### config.mk
export PLATFORM = sky130hd
export DESIGN_NAME = bfso_top
export DESIGN_NICKNAME = d
export VERILOG_FILES = /design/src/hdl/bfso_pkg.sv /design/src/hdl/bfso_top.sv
export SDC_FILE = /design/constraint.sdc
export NUM_CORES = 1
export LEC_CHECK = 0
export ABC_AREA = 1
export BUFFER_PORTS_ARGS = -buffer_cell sky130_fd_sc_hd__buf_2
export CORE_ASPECT_RATIO = 2
export CORE_MARGIN = 2
export CORE_UTILIZATION = 40
export CTS_CLUSTER_SIZE = 12
export DETAILED_ROUTE_END_ITERATION = 16
export SLEW_MARGIN = 20
export SYNTH_ARGS = -nofsm -noshare
export SYNTH_HDL_FRONTEND = slang
export SYNTH_SLANG_ARGS = --single-unit
### constraint.sdc
create_clock -name sys_clk -period 3.6 [get_ports sys_clk]
set_input_delay 0.9 -clock sys_clk [delete_from_list [all_inputs] [get_ports sys_clk]]
set_output_delay 0.9 -clock sys_clk [all_outputs]
set_load 0.05 [all_outputs]
### src/hdl/bfso_pkg.sv
// Constants and types of the bit, flag and shift execution unit
package bfso_pkg;

  // ==========================================================
  // APB register byte offsets
  localparam logic [7:0] ADDR_CTRL   = 8'h00;
  localparam logic [7:0] ADDR_OPND   = 8'h04;
  localparam logic [7:0] ADDR_RESULT = 8'h08;
  localparam logic [7:0] ADDR_FLAGS  = 8'h0c;
  localparam logic [7:0] ADDR_IOREG  = 8'h10;
  localparam logic [7:0] ADDR_STATUS = 8'h14;

  // ==========================================================
  // Field positions
  localparam int CTRL_OP_LSB  = 0;
  localparam int CTRL_BIT_LSB = 8;
  localparam int STAT_SP_LSB  = 8;

  // Flag positions inside the processor_flag_register
  localparam logic [2:0] FLAG_C = 3'h0;
  localparam logic [2:0] FLAG_Z = 3'h1;
  localparam logic [2:0] FLAG_N = 3'h2;
  localparam logic [2:0] FLAG_V = 3'h3;
  localparam logic [2:0] FLAG_S = 3'h4;
  localparam logic [2:0] FLAG_H = 3'h5;
  localparam logic [2:0] FLAG_T = 3'h6;
  localparam logic [2:0] FLAG_I = 3'h7;

  // ==========================================================
  // Reset values
  localparam logic [7:0]  BYTE_RESET = 8'h00;
  localparam logic [31:0] WORD_ZERO  = 32'h0000_0000;

  // ==========================================================
  // Operation codes
  localparam logic [4:0] OP_NOP   = 5'h00;
  localparam logic [4:0] OP_SLEEP = 5'h01;
  localparam logic [4:0] OP_WDR   = 5'h02;
  localparam logic [4:0] OP_BRK   = 5'h03;
  localparam logic [4:0] OP_PUSH  = 5'h04;
  localparam logic [4:0] OP_POP   = 5'h05;
  localparam logic [4:0] OP_IOSET = 5'h06;
  localparam logic [4:0] OP_IOCLR = 5'h07;
  localparam logic [4:0] OP_SHL   = 5'h08;
  localparam logic [4:0] OP_SHR   = 5'h09;
  localparam logic [4:0] OP_ROLC  = 5'h0a;
  localparam logic [4:0] OP_RORC  = 5'h0b;
  localparam logic [4:0] OP_SAR   = 5'h0c;
  localparam logic [4:0] OP_NIBX  = 5'h0d;
  localparam logic [4:0] OP_FSET  = 5'h0e;
  localparam logic [4:0] OP_FCLR  = 5'h0f;
  localparam logic [4:0] OP_TSTO  = 5'h10;
  localparam logic [4:0] OP_TLD   = 5'h11;
  localparam logic [4:0] OP_CSET  = 5'h12;
  localparam logic [4:0] OP_CCLR  = 5'h13;
  localparam logic [4:0] OP_NSET  = 5'h14;
  localparam logic [4:0] OP_NCLR  = 5'h15;
  localparam logic [4:0] OP_ZSET  = 5'h16;
  localparam logic [4:0] OP_ZCLR  = 5'h17;
  localparam logic [4:0] OP_ISET  = 5'h18;
  localparam logic [4:0] OP_ICLR  = 5'h19;
  localparam logic [4:0] OP_SSET  = 5'h1a;
  localparam logic [4:0] OP_SCLR  = 5'h1b;
  localparam logic [4:0] OP_VSET  = 5'h1c;
  localparam logic [4:0] OP_VCLR  = 5'h1d;
  localparam logic [4:0] OP_HCLR  = 5'h1e;

  typedef enum logic [1:0] {ST_IDLE, ST_EXEC, ST_SECOND} bfso_state_type;

endpackage

### src/hdl/bfso_top.sv
// Bit, flag, shift and control-operation execution unit with APB access
// Notes on behaviour
// - push and pop use the stack, two cycles
// - I/O bit set or clear, others kept
// - shift left, zero into bit 0
// - shift right, zero into bit 7
// - rotate left through carry
// - rotate right through carry
// - arithmetic shift right keeps sign bit
// - swap nibbles in one cycle
// - set or clear selected flag bit
// - copy register bit into transfer flag
// - copy transfer flag into register bit
// - carry set and clear
// - negative set and clear
// - zero set and clear
// - interrupt enable set and clear
// - signed flag set and clear
// - overflow flag set and clear
// - half carry clear, other flags kept
// - sleep pulses sleep request, one cycle
// - watchdog restart pulse, one cycle
// - break only signals debug logic
//
// Design decisions made here: the placing of the registers and register access over APB.
`timescale 1ns/1ps
`default_nettype none

module bfso_top #(
  parameter int STACK_DEPTH = 8
) (
  input  wire logic        sys_clk,
  input  wire logic        rstn,
  input  wire logic        psel,
  input  wire logic        penable,
  input  wire logic        pwrite,
  input  wire logic [7:0]  paddr,
  input  wire logic [31:0] pwdata,
  output logic      [31:0] prdata,
  output logic             pready,
  output logic             pslverr,
  output logic             sleep_req,
  output logic             wdt_restart,
  output logic             dbg_break,
  output logic      [7:0]  flags_out,
  output logic      [7:0]  io_out
);

  localparam int SPW = (STACK_DEPTH > 1) ? $clog2(STACK_DEPTH) : 1;

  typedef struct packed {
    bfso_pkg::bfso_state_type     state;
    logic [4:0]                   op;
    logic [2:0]                   bsel;
    logic [7:0]                   opnd;
    logic [7:0]                   result;
    logic [7:0]                   flags;
    logic [7:0]                   io;
    logic [SPW-1:0]               sp;
    logic [STACK_DEPTH-1:0][7:0]  stack;
    logic [31:0]                  prdata;
    logic                         pready;
    logic                         pslverr;
    logic                         sleep;
    logic                         wdt;
    logic                         brk;
  } bfso_regs_type;

  // ==========================================================
  // Reset release
  logic [1:0] rst_sync_r;
  logic       rst_n;

  always_ff @(posedge sys_clk or negedge rstn)
  begin
    if (!rstn)
      rst_sync_r <= 2'h0;
    else
      rst_sync_r <= {rst_sync_r[0], 1'b1};
  end

  assign rst_n = rst_sync_r[1];

  // ==========================================================
  // State
  bfso_regs_type s_r;
  bfso_regs_type s_nxt;
  logic          setup;
  logic          access;
  logic          busy;
  logic [7:0]    d;
  logic          c;

  assign setup  = psel && !penable;
  assign access = psel && penable && s_r.pready;
  assign busy   = (s_r.state != bfso_pkg::ST_IDLE);
  assign d      = s_r.opnd;
  assign c      = s_r.flags[bfso_pkg::FLAG_C];

  always_comb
  begin
    s_nxt         = s_r;
    s_nxt.pready  = 1'b0;
    s_nxt.sleep   = 1'b0;
    s_nxt.wdt     = 1'b0;
    s_nxt.brk     = 1'b0;
    // Operation sequencer
    case (s_r.state)
      bfso_pkg::ST_IDLE:
        s_nxt.state = bfso_pkg::ST_IDLE;
      bfso_pkg::ST_EXEC:
      begin
        s_nxt.state = bfso_pkg::ST_IDLE;
        case (s_r.op)
          bfso_pkg::OP_PUSH:
          begin
            s_nxt.stack[s_r.sp] = d;
            s_nxt.sp    = s_r.sp + SPW'(1);
            s_nxt.state = bfso_pkg::ST_SECOND;
          end
          bfso_pkg::OP_POP:
          begin
            s_nxt.sp    = s_r.sp - SPW'(1);
            s_nxt.state = bfso_pkg::ST_SECOND;
          end
          bfso_pkg::OP_IOSET: s_nxt.io[s_r.bsel] = 1'b1;
          bfso_pkg::OP_IOCLR: s_nxt.io[s_r.bsel] = 1'b0;
          bfso_pkg::OP_SHL:
          begin
            s_nxt.result = {d[6:0], 1'b0};
            s_nxt.flags[bfso_pkg::FLAG_C] = d[7];
          end
          bfso_pkg::OP_SHR:
          begin
            s_nxt.result = {1'b0, d[7:1]};
            s_nxt.flags[bfso_pkg::FLAG_C] = d[0];
          end
          bfso_pkg::OP_ROLC:
          begin
            s_nxt.result = {d[6:0], c};
            s_nxt.flags[bfso_pkg::FLAG_C] = d[7];
          end
          bfso_pkg::OP_RORC:
          begin
            s_nxt.result = {c, d[7:1]};
            s_nxt.flags[bfso_pkg::FLAG_C] = d[0];
          end
          bfso_pkg::OP_SAR:  s_nxt.result = {d[7], d[7:1]};
          bfso_pkg::OP_NIBX: s_nxt.result = {d[3:0], d[7:4]};
          bfso_pkg::OP_FSET: s_nxt.flags[s_r.bsel] = 1'b1;
          bfso_pkg::OP_FCLR: s_nxt.flags[s_r.bsel] = 1'b0;
          bfso_pkg::OP_TSTO:
            s_nxt.flags[bfso_pkg::FLAG_T] = d[s_r.bsel];
          bfso_pkg::OP_TLD:
          begin
            s_nxt.result = d;
            s_nxt.result[s_r.bsel] = s_r.flags[bfso_pkg::FLAG_T];
          end
          bfso_pkg::OP_CSET: s_nxt.flags[bfso_pkg::FLAG_C] = 1'b1;
          bfso_pkg::OP_CCLR: s_nxt.flags[bfso_pkg::FLAG_C] = 1'b0;
          bfso_pkg::OP_NSET: s_nxt.flags[bfso_pkg::FLAG_N] = 1'b1;
          bfso_pkg::OP_NCLR: s_nxt.flags[bfso_pkg::FLAG_N] = 1'b0;
          bfso_pkg::OP_ZSET: s_nxt.flags[bfso_pkg::FLAG_Z] = 1'b1;
          bfso_pkg::OP_ZCLR: s_nxt.flags[bfso_pkg::FLAG_Z] = 1'b0;
          bfso_pkg::OP_ISET: s_nxt.flags[bfso_pkg::FLAG_I] = 1'b1;
          bfso_pkg::OP_ICLR: s_nxt.flags[bfso_pkg::FLAG_I] = 1'b0;
          bfso_pkg::OP_SSET: s_nxt.flags[bfso_pkg::FLAG_S] = 1'b1;
          bfso_pkg::OP_SCLR: s_nxt.flags[bfso_pkg::FLAG_S] = 1'b0;
          bfso_pkg::OP_VSET: s_nxt.flags[bfso_pkg::FLAG_V] = 1'b1;
          bfso_pkg::OP_VCLR: s_nxt.flags[bfso_pkg::FLAG_V] = 1'b0;
          bfso_pkg::OP_HCLR: s_nxt.flags[bfso_pkg::FLAG_H] = 1'b0;
          bfso_pkg::OP_SLEEP: s_nxt.sleep = 1'b1;
          bfso_pkg::OP_WDR:   s_nxt.wdt   = 1'b1;
          bfso_pkg::OP_BRK:   s_nxt.brk   = 1'b1;
          default:            s_nxt.state = bfso_pkg::ST_IDLE;
        endcase
      end
      bfso_pkg::ST_SECOND:
      begin
        if (s_r.op == bfso_pkg::OP_POP)
          s_nxt.result = s_r.stack[s_r.sp];
        s_nxt.state = bfso_pkg::ST_IDLE;
      end
      default:
        s_nxt.state = bfso_pkg::ST_IDLE;
    endcase
    // APB setup: read data and error are ready for the access cycle
    if (setup)
    begin
      s_nxt.pready  = 1'b1;
      s_nxt.pslverr = pwrite && busy;
      s_nxt.prdata  = bfso_pkg::WORD_ZERO;
      if (paddr == bfso_pkg::ADDR_CTRL)
      begin
        s_nxt.prdata[bfso_pkg::CTRL_OP_LSB +: 5]  = s_r.op;
        s_nxt.prdata[bfso_pkg::CTRL_BIT_LSB +: 3] = s_r.bsel;
      end
      else if (paddr == bfso_pkg::ADDR_OPND)
        s_nxt.prdata[7:0] = s_r.opnd;
      else if (paddr == bfso_pkg::ADDR_RESULT)
        s_nxt.prdata[7:0] = s_r.result;
      else if (paddr == bfso_pkg::ADDR_FLAGS)
        s_nxt.prdata[7:0] = s_r.flags;
      else if (paddr == bfso_pkg::ADDR_IOREG)
        s_nxt.prdata[7:0] = s_r.io;
      else if (paddr == bfso_pkg::ADDR_STATUS)
      begin
        s_nxt.prdata[0] = busy;
        s_nxt.prdata[bfso_pkg::STAT_SP_LSB +: SPW] = s_r.sp;
      end
      else
        s_nxt.pslverr = 1'b1;
    end
    else if (!psel || access)
      s_nxt.pslverr = 1'b0;
    // APB write takes effect at the completing edge only
    if (access && pwrite && !s_r.pslverr)
    begin
      if (paddr == bfso_pkg::ADDR_CTRL)
      begin
        s_nxt.op    = pwdata[bfso_pkg::CTRL_OP_LSB +: 5];
        s_nxt.bsel  = pwdata[bfso_pkg::CTRL_BIT_LSB +: 3];
        s_nxt.state = bfso_pkg::ST_EXEC;
      end
      else if (paddr == bfso_pkg::ADDR_OPND)
        s_nxt.opnd = pwdata[7:0];
      else if (paddr == bfso_pkg::ADDR_FLAGS)
        s_nxt.flags = pwdata[7:0];
      else if (paddr == bfso_pkg::ADDR_IOREG)
        s_nxt.io = pwdata[7:0];
    end
  end

  always_ff @(posedge sys_clk or negedge rst_n)
  begin
    if (!rst_n)
    begin
      s_r         <= '0;
      s_r.state   <= bfso_pkg::ST_IDLE;
      s_r.flags   <= bfso_pkg::BYTE_RESET;
      s_r.io      <= bfso_pkg::BYTE_RESET;
    end
    else
      s_r <= s_nxt;
  end

  assign prdata      = s_r.prdata;
  assign pready      = s_r.pready;
  assign pslverr     = s_r.pslverr;
  assign sleep_req   = s_r.sleep;
  assign wdt_restart = s_r.wdt;
  assign dbg_break   = s_r.brk;
  assign flags_out   = s_r.flags;
  assign io_out      = s_r.io;

  // ==========================================================
  // Checks
  logic ex;
  assign ex = (s_r.state == bfso_pkg::ST_EXEC);
endmodule // bfso_top

`default_nettype wire

==> metrics.cfg, run 1 <==
[routing]
drt_first_iter_violations=411
wl_per_cell_um=19.0
vias_per_cell=5.39
finalWirelength_mm=24.2
ant_nets=0
route.detailed.drc=0
dr_total_vias=6836
drtPass1Iterations=5

[timing]
setup-tns-final_ps=0
report.final.slew_viol_count=0
slew_headroom=0.503
fmax_mhz=404
worst_pin_slew_ps=740
setup_violations=0
period_share=0.687
finalHoldViolCount=0
finalHoldWorstSlack_ps=244
skew_ps=10.5
layout_min_cycle_time_ps=2470
rsz0062_at_grt=false

[clocking]
cts_sinks=127
root_buffer=clkbuf_16
tritoncts=yes
worstSkewPairLatency_ps=440
post_cts_buffers=0
numCtsBuffers=17
clk_pin_slew_ps=60
hold_buffers=0
clk_path_buf_depth=2
h-tree-depth=4
cts_resized=0

[pwr]
p_clk_frac=0.552
power.leakage_nw=4.07
vdd_ir_drop_max_v=0.000358
pwr-share-seq=0.406
power_frac_comb=0.043
internal-power_mw=2.76
p_per_area_nw_per_um2=437
p_sw_uw=825
total_power_mw=3.58
swShare=0.230

[critical_path]
start_kind=register
cp-endpoint=s_r[103]
r2r_end=s_r[103]
rr_worst_depth=7
regToRegSetupSlack_ps=1130
crit_path_end_kind=register
path_cells=inv_1 -> nor2_2 -> nand3_1 -> fa_1 -> or2_2 -> nand4_1 -> xor2_1
cp.arrival_ps=2820
crit_type=register to register
startpoint=s_r[139]
r2r-start=s_r[139]
slowest_delay_ps=670
cp.required_ps=3950
critPathMaxFanout=9
crit_slowest_cell=dfrtp_1

[final_layout]
seq_area_um2=3180
fillers=1892
stdcell_count=1269
areaGrowthSynthToFinish_pct=10.5
final_cell_area_um2=8200
drive_gt1_frac=0.128
nets=1090
multi_input_area_um2=3440
num_antenna_cells=0

[synth]
yosys.area_share.adder=0.00775
synthMuxAreaShare=0
synth_top_family_by_area=simple AND/OR/NAND/NOR gates
yosys.area.top_type_share=0.428
yosysUniqueCellTypes=35
postSynthCellCount=1028
synthesis.area_um2=7420
yosys_warnings=0
ys.flop_type=dfrtp_1
synthXorXnorAreaFrac=0.00236
synth_area_leaders=dfrtp_1 43%, nand2_1 17%, o21ai_0 5.8%
ys_ff_latch=127
async_flop_share=1.00
syn_area_per_cell_um2=7.22
synth_compound_area_frac=0.126
yosysSeqAreaShare=0.428
synth_area_leader_cell=dfrtp_1
synth_edf_count=0
synth-simple-area-share=0.316

[die]
start_util=0.407
die-area_um2=19700
die_h_um=197
io_pins=98
num_rows=70
core_area_um2=18200
die_w_um=100

[placement]
placed_cells_incl_taps=1238
io_buffers=55
dpl-instance-area_um2=7540
hpwl_mm=18.1
routabilityCongestion=0.964

[grt]
grt_usage=0.257
grt_pass1_wl_mm=37.7
grt_max_degree=81
grt.overflow.total=0
antenna_found_initial=0
grt_pass1_vias=6791

[status]
outcome=finished clean

[hold_path]
hold_class=input port to asynchronous set/reset pin

[job]
max_cap_violations=0

layer usage:
layer	routed length, µm	vias up	global-route usage
li1	-	3272	-
met1	8100	3201	0.249
met2	13100	265	0.470
met3	973	98	0.0348
met4	2030	0	0.204
met5	0	-	0
cells in the final DEF, fill, tap and decap left out, types with 17 or more instances in the layout:
cell type	n
a21oi_1	45
nand2_1	343
nand4_1	17
nor2_1	78
o21ai_0	86
o21ai_1	20
nand3_1	62
buf_2	55
inv_1	75
conb_1	22
dfrtp_1	126
clkbuf_16	17
cells by family (layout without fill, tap and decap cells):
logic type      count (synthesis)  in the layout
simple gates                  547            547
compound gates                176            176
buf+inv                       170            175
flops                         127            127
fa+ha+maj                       4              4
other cells                     2             22
xor+xnor                        2              2
power groups by stage:
stage | clock (mW) | sequential [mW] | combinational (mW)
5_1_grt | 2.05 | 1.46 | 0.164
4_1_cts | 1.99 | 1.45 | 0.154
3_5_place_dp | 0 | 1.48 | 0.154
2_1_floorplan | 0 | 1.49 | 0.119
3_3_place_gp | 0 | 1.48 | 0.153
6_report | 1.98 | 1.45 | 0.152
worst max-delay path, delay by kind of cell (launching register included):
family,cells,cell delay (ps)
and+or+nand+nor,4,930
DFF,1,670
adders and majority gates,1,450
buffers and inverters,1,200
xor gates and xnor gates,1,140
stage by stage:
stage | util | setup WS [ps]
2_1_floorplan | - | 1480
3_3_place_gp | 0.414 | 982
3_5_place_dp | 0.414 | 980
4_1_cts | 0.450 | 1180
5_1_grt | 0.450 | 1060
6_report | 0.450 | 1130
final cells by class:
class / count / area share
sequential: 127 / 0.388
clock buffer: 17 / 0.0519
clock inverter: 14 / 0.0293
timing repair buffer: 61 / 0.0406
inverter: 83 / 0.0380
tap: 216 / 0.0330
multi-input combinational: 751 / 0.419
Yosys cell counts, types with 4 or more instances:
cell type and number:
or2_2 4, nand2_2 10, nor2_2 8, nand4_1 17
nor2_1 78, o21ai_0 86, nand2_1 343, o211ai_1 5
nor2_4 6, nor3_1 8, inv_1 75, buf_6 5
buf_4 49, clkbuf_1 15, o22ai_1 16, inv_2 5
buf_2 17, a21oi_1 45, nand3_1 62, o21ai_1 20
dfrtp_1 127
worst min path at each step:
stage	start	endpoint	slack, ps	cells after the start
final	rstn	rst_sync_r[1]	240	1
after global routing	rstn	rst_sync_r[1]	250	1
after CTS	rstn	rst_sync_r[1]	240	1
after detailed placement	rst_sync_r[0]	rst_sync_r[1]	340	0
after global placement	rst_sync_r[0]	rst_sync_r[1]	350	0
after floorplan	rst_sync_r[0]	rst_sync_r[1]	330	0
Power figures use the tool's default switching activity.
==> run 2, diff against run 1 <==
clock period = 2.4 ns   (was 3.6 ns; I/O delays follow)
==> run 2 against run 1 <==
  * Sequential share of layout area is 0.73 points lower
  * Register-to-register slack worse by 800 ps
  * Clock skew is 1.5 ps lower
  * Via count is 0.85% higher
  * Flip-flop and latch count stayed put
  * Largest cell class unchanged
  * Non-clock buffer count is 32 higher
  * Worst setup slack worse by 800 ps
  * Critical path depth is 3 lower
==> metrics.cfg, run 2 (synthesis gave the netlist of run 1 again) <==
[clocking]
worstSkewPairLatency_ps=430  ; about the same
cts_sinks=127  ; unchanged
post_cts_buffers=0  ; unchanged
clk_path_buf_depth=2  ; unchanged
hold_buffers=1  ; +1
root_buffer=clkbuf_16
cts_resized=0  ; unchanged
tritoncts=yes
numCtsBuffers=17  ; unchanged
h-tree-depth=4  ; unchanged
clk_pin_slew_ps=60  ; about the same

[grt]
grt.overflow.total=0  ; unchanged
antenna_found_initial=0  ; unchanged
use_met1=0.259  ; +0.00927
met2_usage=0.470  ; about the same
busiest_layer=met2
grt_pass1_wl_mm=38.2  ; +1.4%
grt_usage=0.258  ; +0.00150
grt_max_degree=37  ; -54%
grt.met3_usage=0.0319  ; -0.00284
grt_pass1_vias=6984  ; +2.8%

[timing]
fmax_mhz=482  ; +19%
period_share=0.865  ; +0.178
slew_headroom=0.433  ; -0.0693
layout_min_cycle_time_ps=2080  ; -397 ps
report.final.slew_viol_count=0  ; unchanged
finalHoldWorstSlack_ps=303  ; +58.8 ps
skew_ps=8.96  ; -1.52 ps
finalHoldViolCount=0  ; unchanged
rsz0062_at_grt=false
worst_pin_slew_ps=844  ; +103 ps
setup-tns-final_ps=0  ; unchanged
setup_violations=0  ; unchanged

[placement]
dpl-instance-area_um2=7780  ; +3.3%
io_buffers=55  ; unchanged
hpwl_mm=18.4  ; +1.9%
routabilityCongestion=0.940  ; -2.4%

[critical_path]
start_kind=register
regToRegSetupSlack_ps=320  ; -800 ps
cp.required_ps=2680  ; -1270 ps
crit_path_end_kind=register
r2r-start=s_r[101]
critPathMaxFanout=16  ; +7
cp.arrival_ps=2360  ; -460 ps
crit_type=register to register
rr_worst_depth=4  ; -3

[final_layout]
nets=1122  ; +2.9%
final_cell_mix=343 x nand2_1, 126 x dfrtp_1, 86 x o21ai_0
final_cell_area_um2=8360  ; +1.9%
postLayoutCoreUtil=0.459  ; +0.00859
drive_gt1_frac=0.151  ; +0.0228
final_common_cell=nand2_1
num_antenna_cells=0  ; unchanged
areaGrowthSynthToFinish_pct=12.6

[pwr]
p_per_area_nw_per_um2=596  ; +36%
power.leakage_nw=4.19  ; +2.8%
vdd_ir_drop_max_v=0.000456  ; +27%
total_power_mw=4.98  ; +39%

[die]
die_w_um=100  ; unchanged
die-area_um2=19700  ; unchanged
io_pins=98  ; unchanged
num_rows=70  ; unchanged
core_area_um2=18200  ; unchanged
die_h_um=197  ; unchanged
start_util=0.407  ; unchanged

[routing]
drt_first_iter_violations=525  ; +28%
finalWirelength_mm=24.0  ; -0.64%
route.detailed.drc=0  ; unchanged
wl_per_cell_um=18.4  ; -3.2%
drtPass1Iterations=5  ; unchanged
dr_total_vias=6894  ; +0.85%
ant_nets=0  ; unchanged
vias_per_cell=5.29  ; -1.7%

[job]
max_cap_violations=0  ; unchanged

[status]
outcome=finished clean

[hold_path]
hold_class=register to asynchronous set/reset pin

==> run 2: cell types whose count changed in the layout (fill, tap and decap cells not counted), sizes merged <==
cell | before | now
buf | 61 | 92
inv | 81 | 80
bufinv | 6 | 2
clkinv | 8 | 9
clkbuf | 17 | 21
dlygate4sd3 | 0 | 1
clkinvlp | 2 | 3
==> run 2: per-layer routing <==
metal  vias to the layer above  part of all wire
li1                       3343                 -
met1                      3189              0.34
met2                       251              0.54
met3                       111             0.035
met4                         0             0.081
met5                         -                 0
==> run 2: how the worst max path moves through the flow <==
stage | slack [ps] | depth (start not counted) | start | to
CTS | 370 | 4 | s_r[101] | register
global placement | 320 | 7 | paddr[1] | s_r[136]
global route | 130 | 4 | s_r[101] | register
finish | 320 | 4 | s_r[101] | register
detailed placement | 300 | 7 | paddr[1] | s_r[138]
floorplan | 280 | 0 | rst_sync_r[1] | asynchronous set/reset pin
==> run 2: cell type report <==
class / count / area [µm²]
clock buffers: 21 / 450
clock inverters: 11 / 116
fillers: 1900 / 9860
inverters: 83 / 312
multi-input cells: 751 / 3440
flip-flops and latches: 127 / 3180
well taps: 216 / 270
repair buffers: 93 / 588
==> run 2: worst max-delay path, cell delays in order (launching register included) <==
cell and delay [ps]:
dfrtp_1 550, nor3_1 770, nand2_2 380, nand2_1 140, o21ai_0 90
==> run 2: through the flow <==
stage	instances	setup WS [ps]
3_3_place_gp	1269	325
3_5_place_dp	1269	299
4_1_cts	1302	367
2_1_floorplan	1048	284
6_report	1302	323
5_1_grt	1302	129
==> run 2: power by group <==
part           internal, mW  switching, mW  leakage [nW]  total [mW]
clock                  1.55           1.01         0.273        2.55
sequential             2.15         0.0214          1.63        2.18
combinational        0.0499          0.197          2.29       0.247
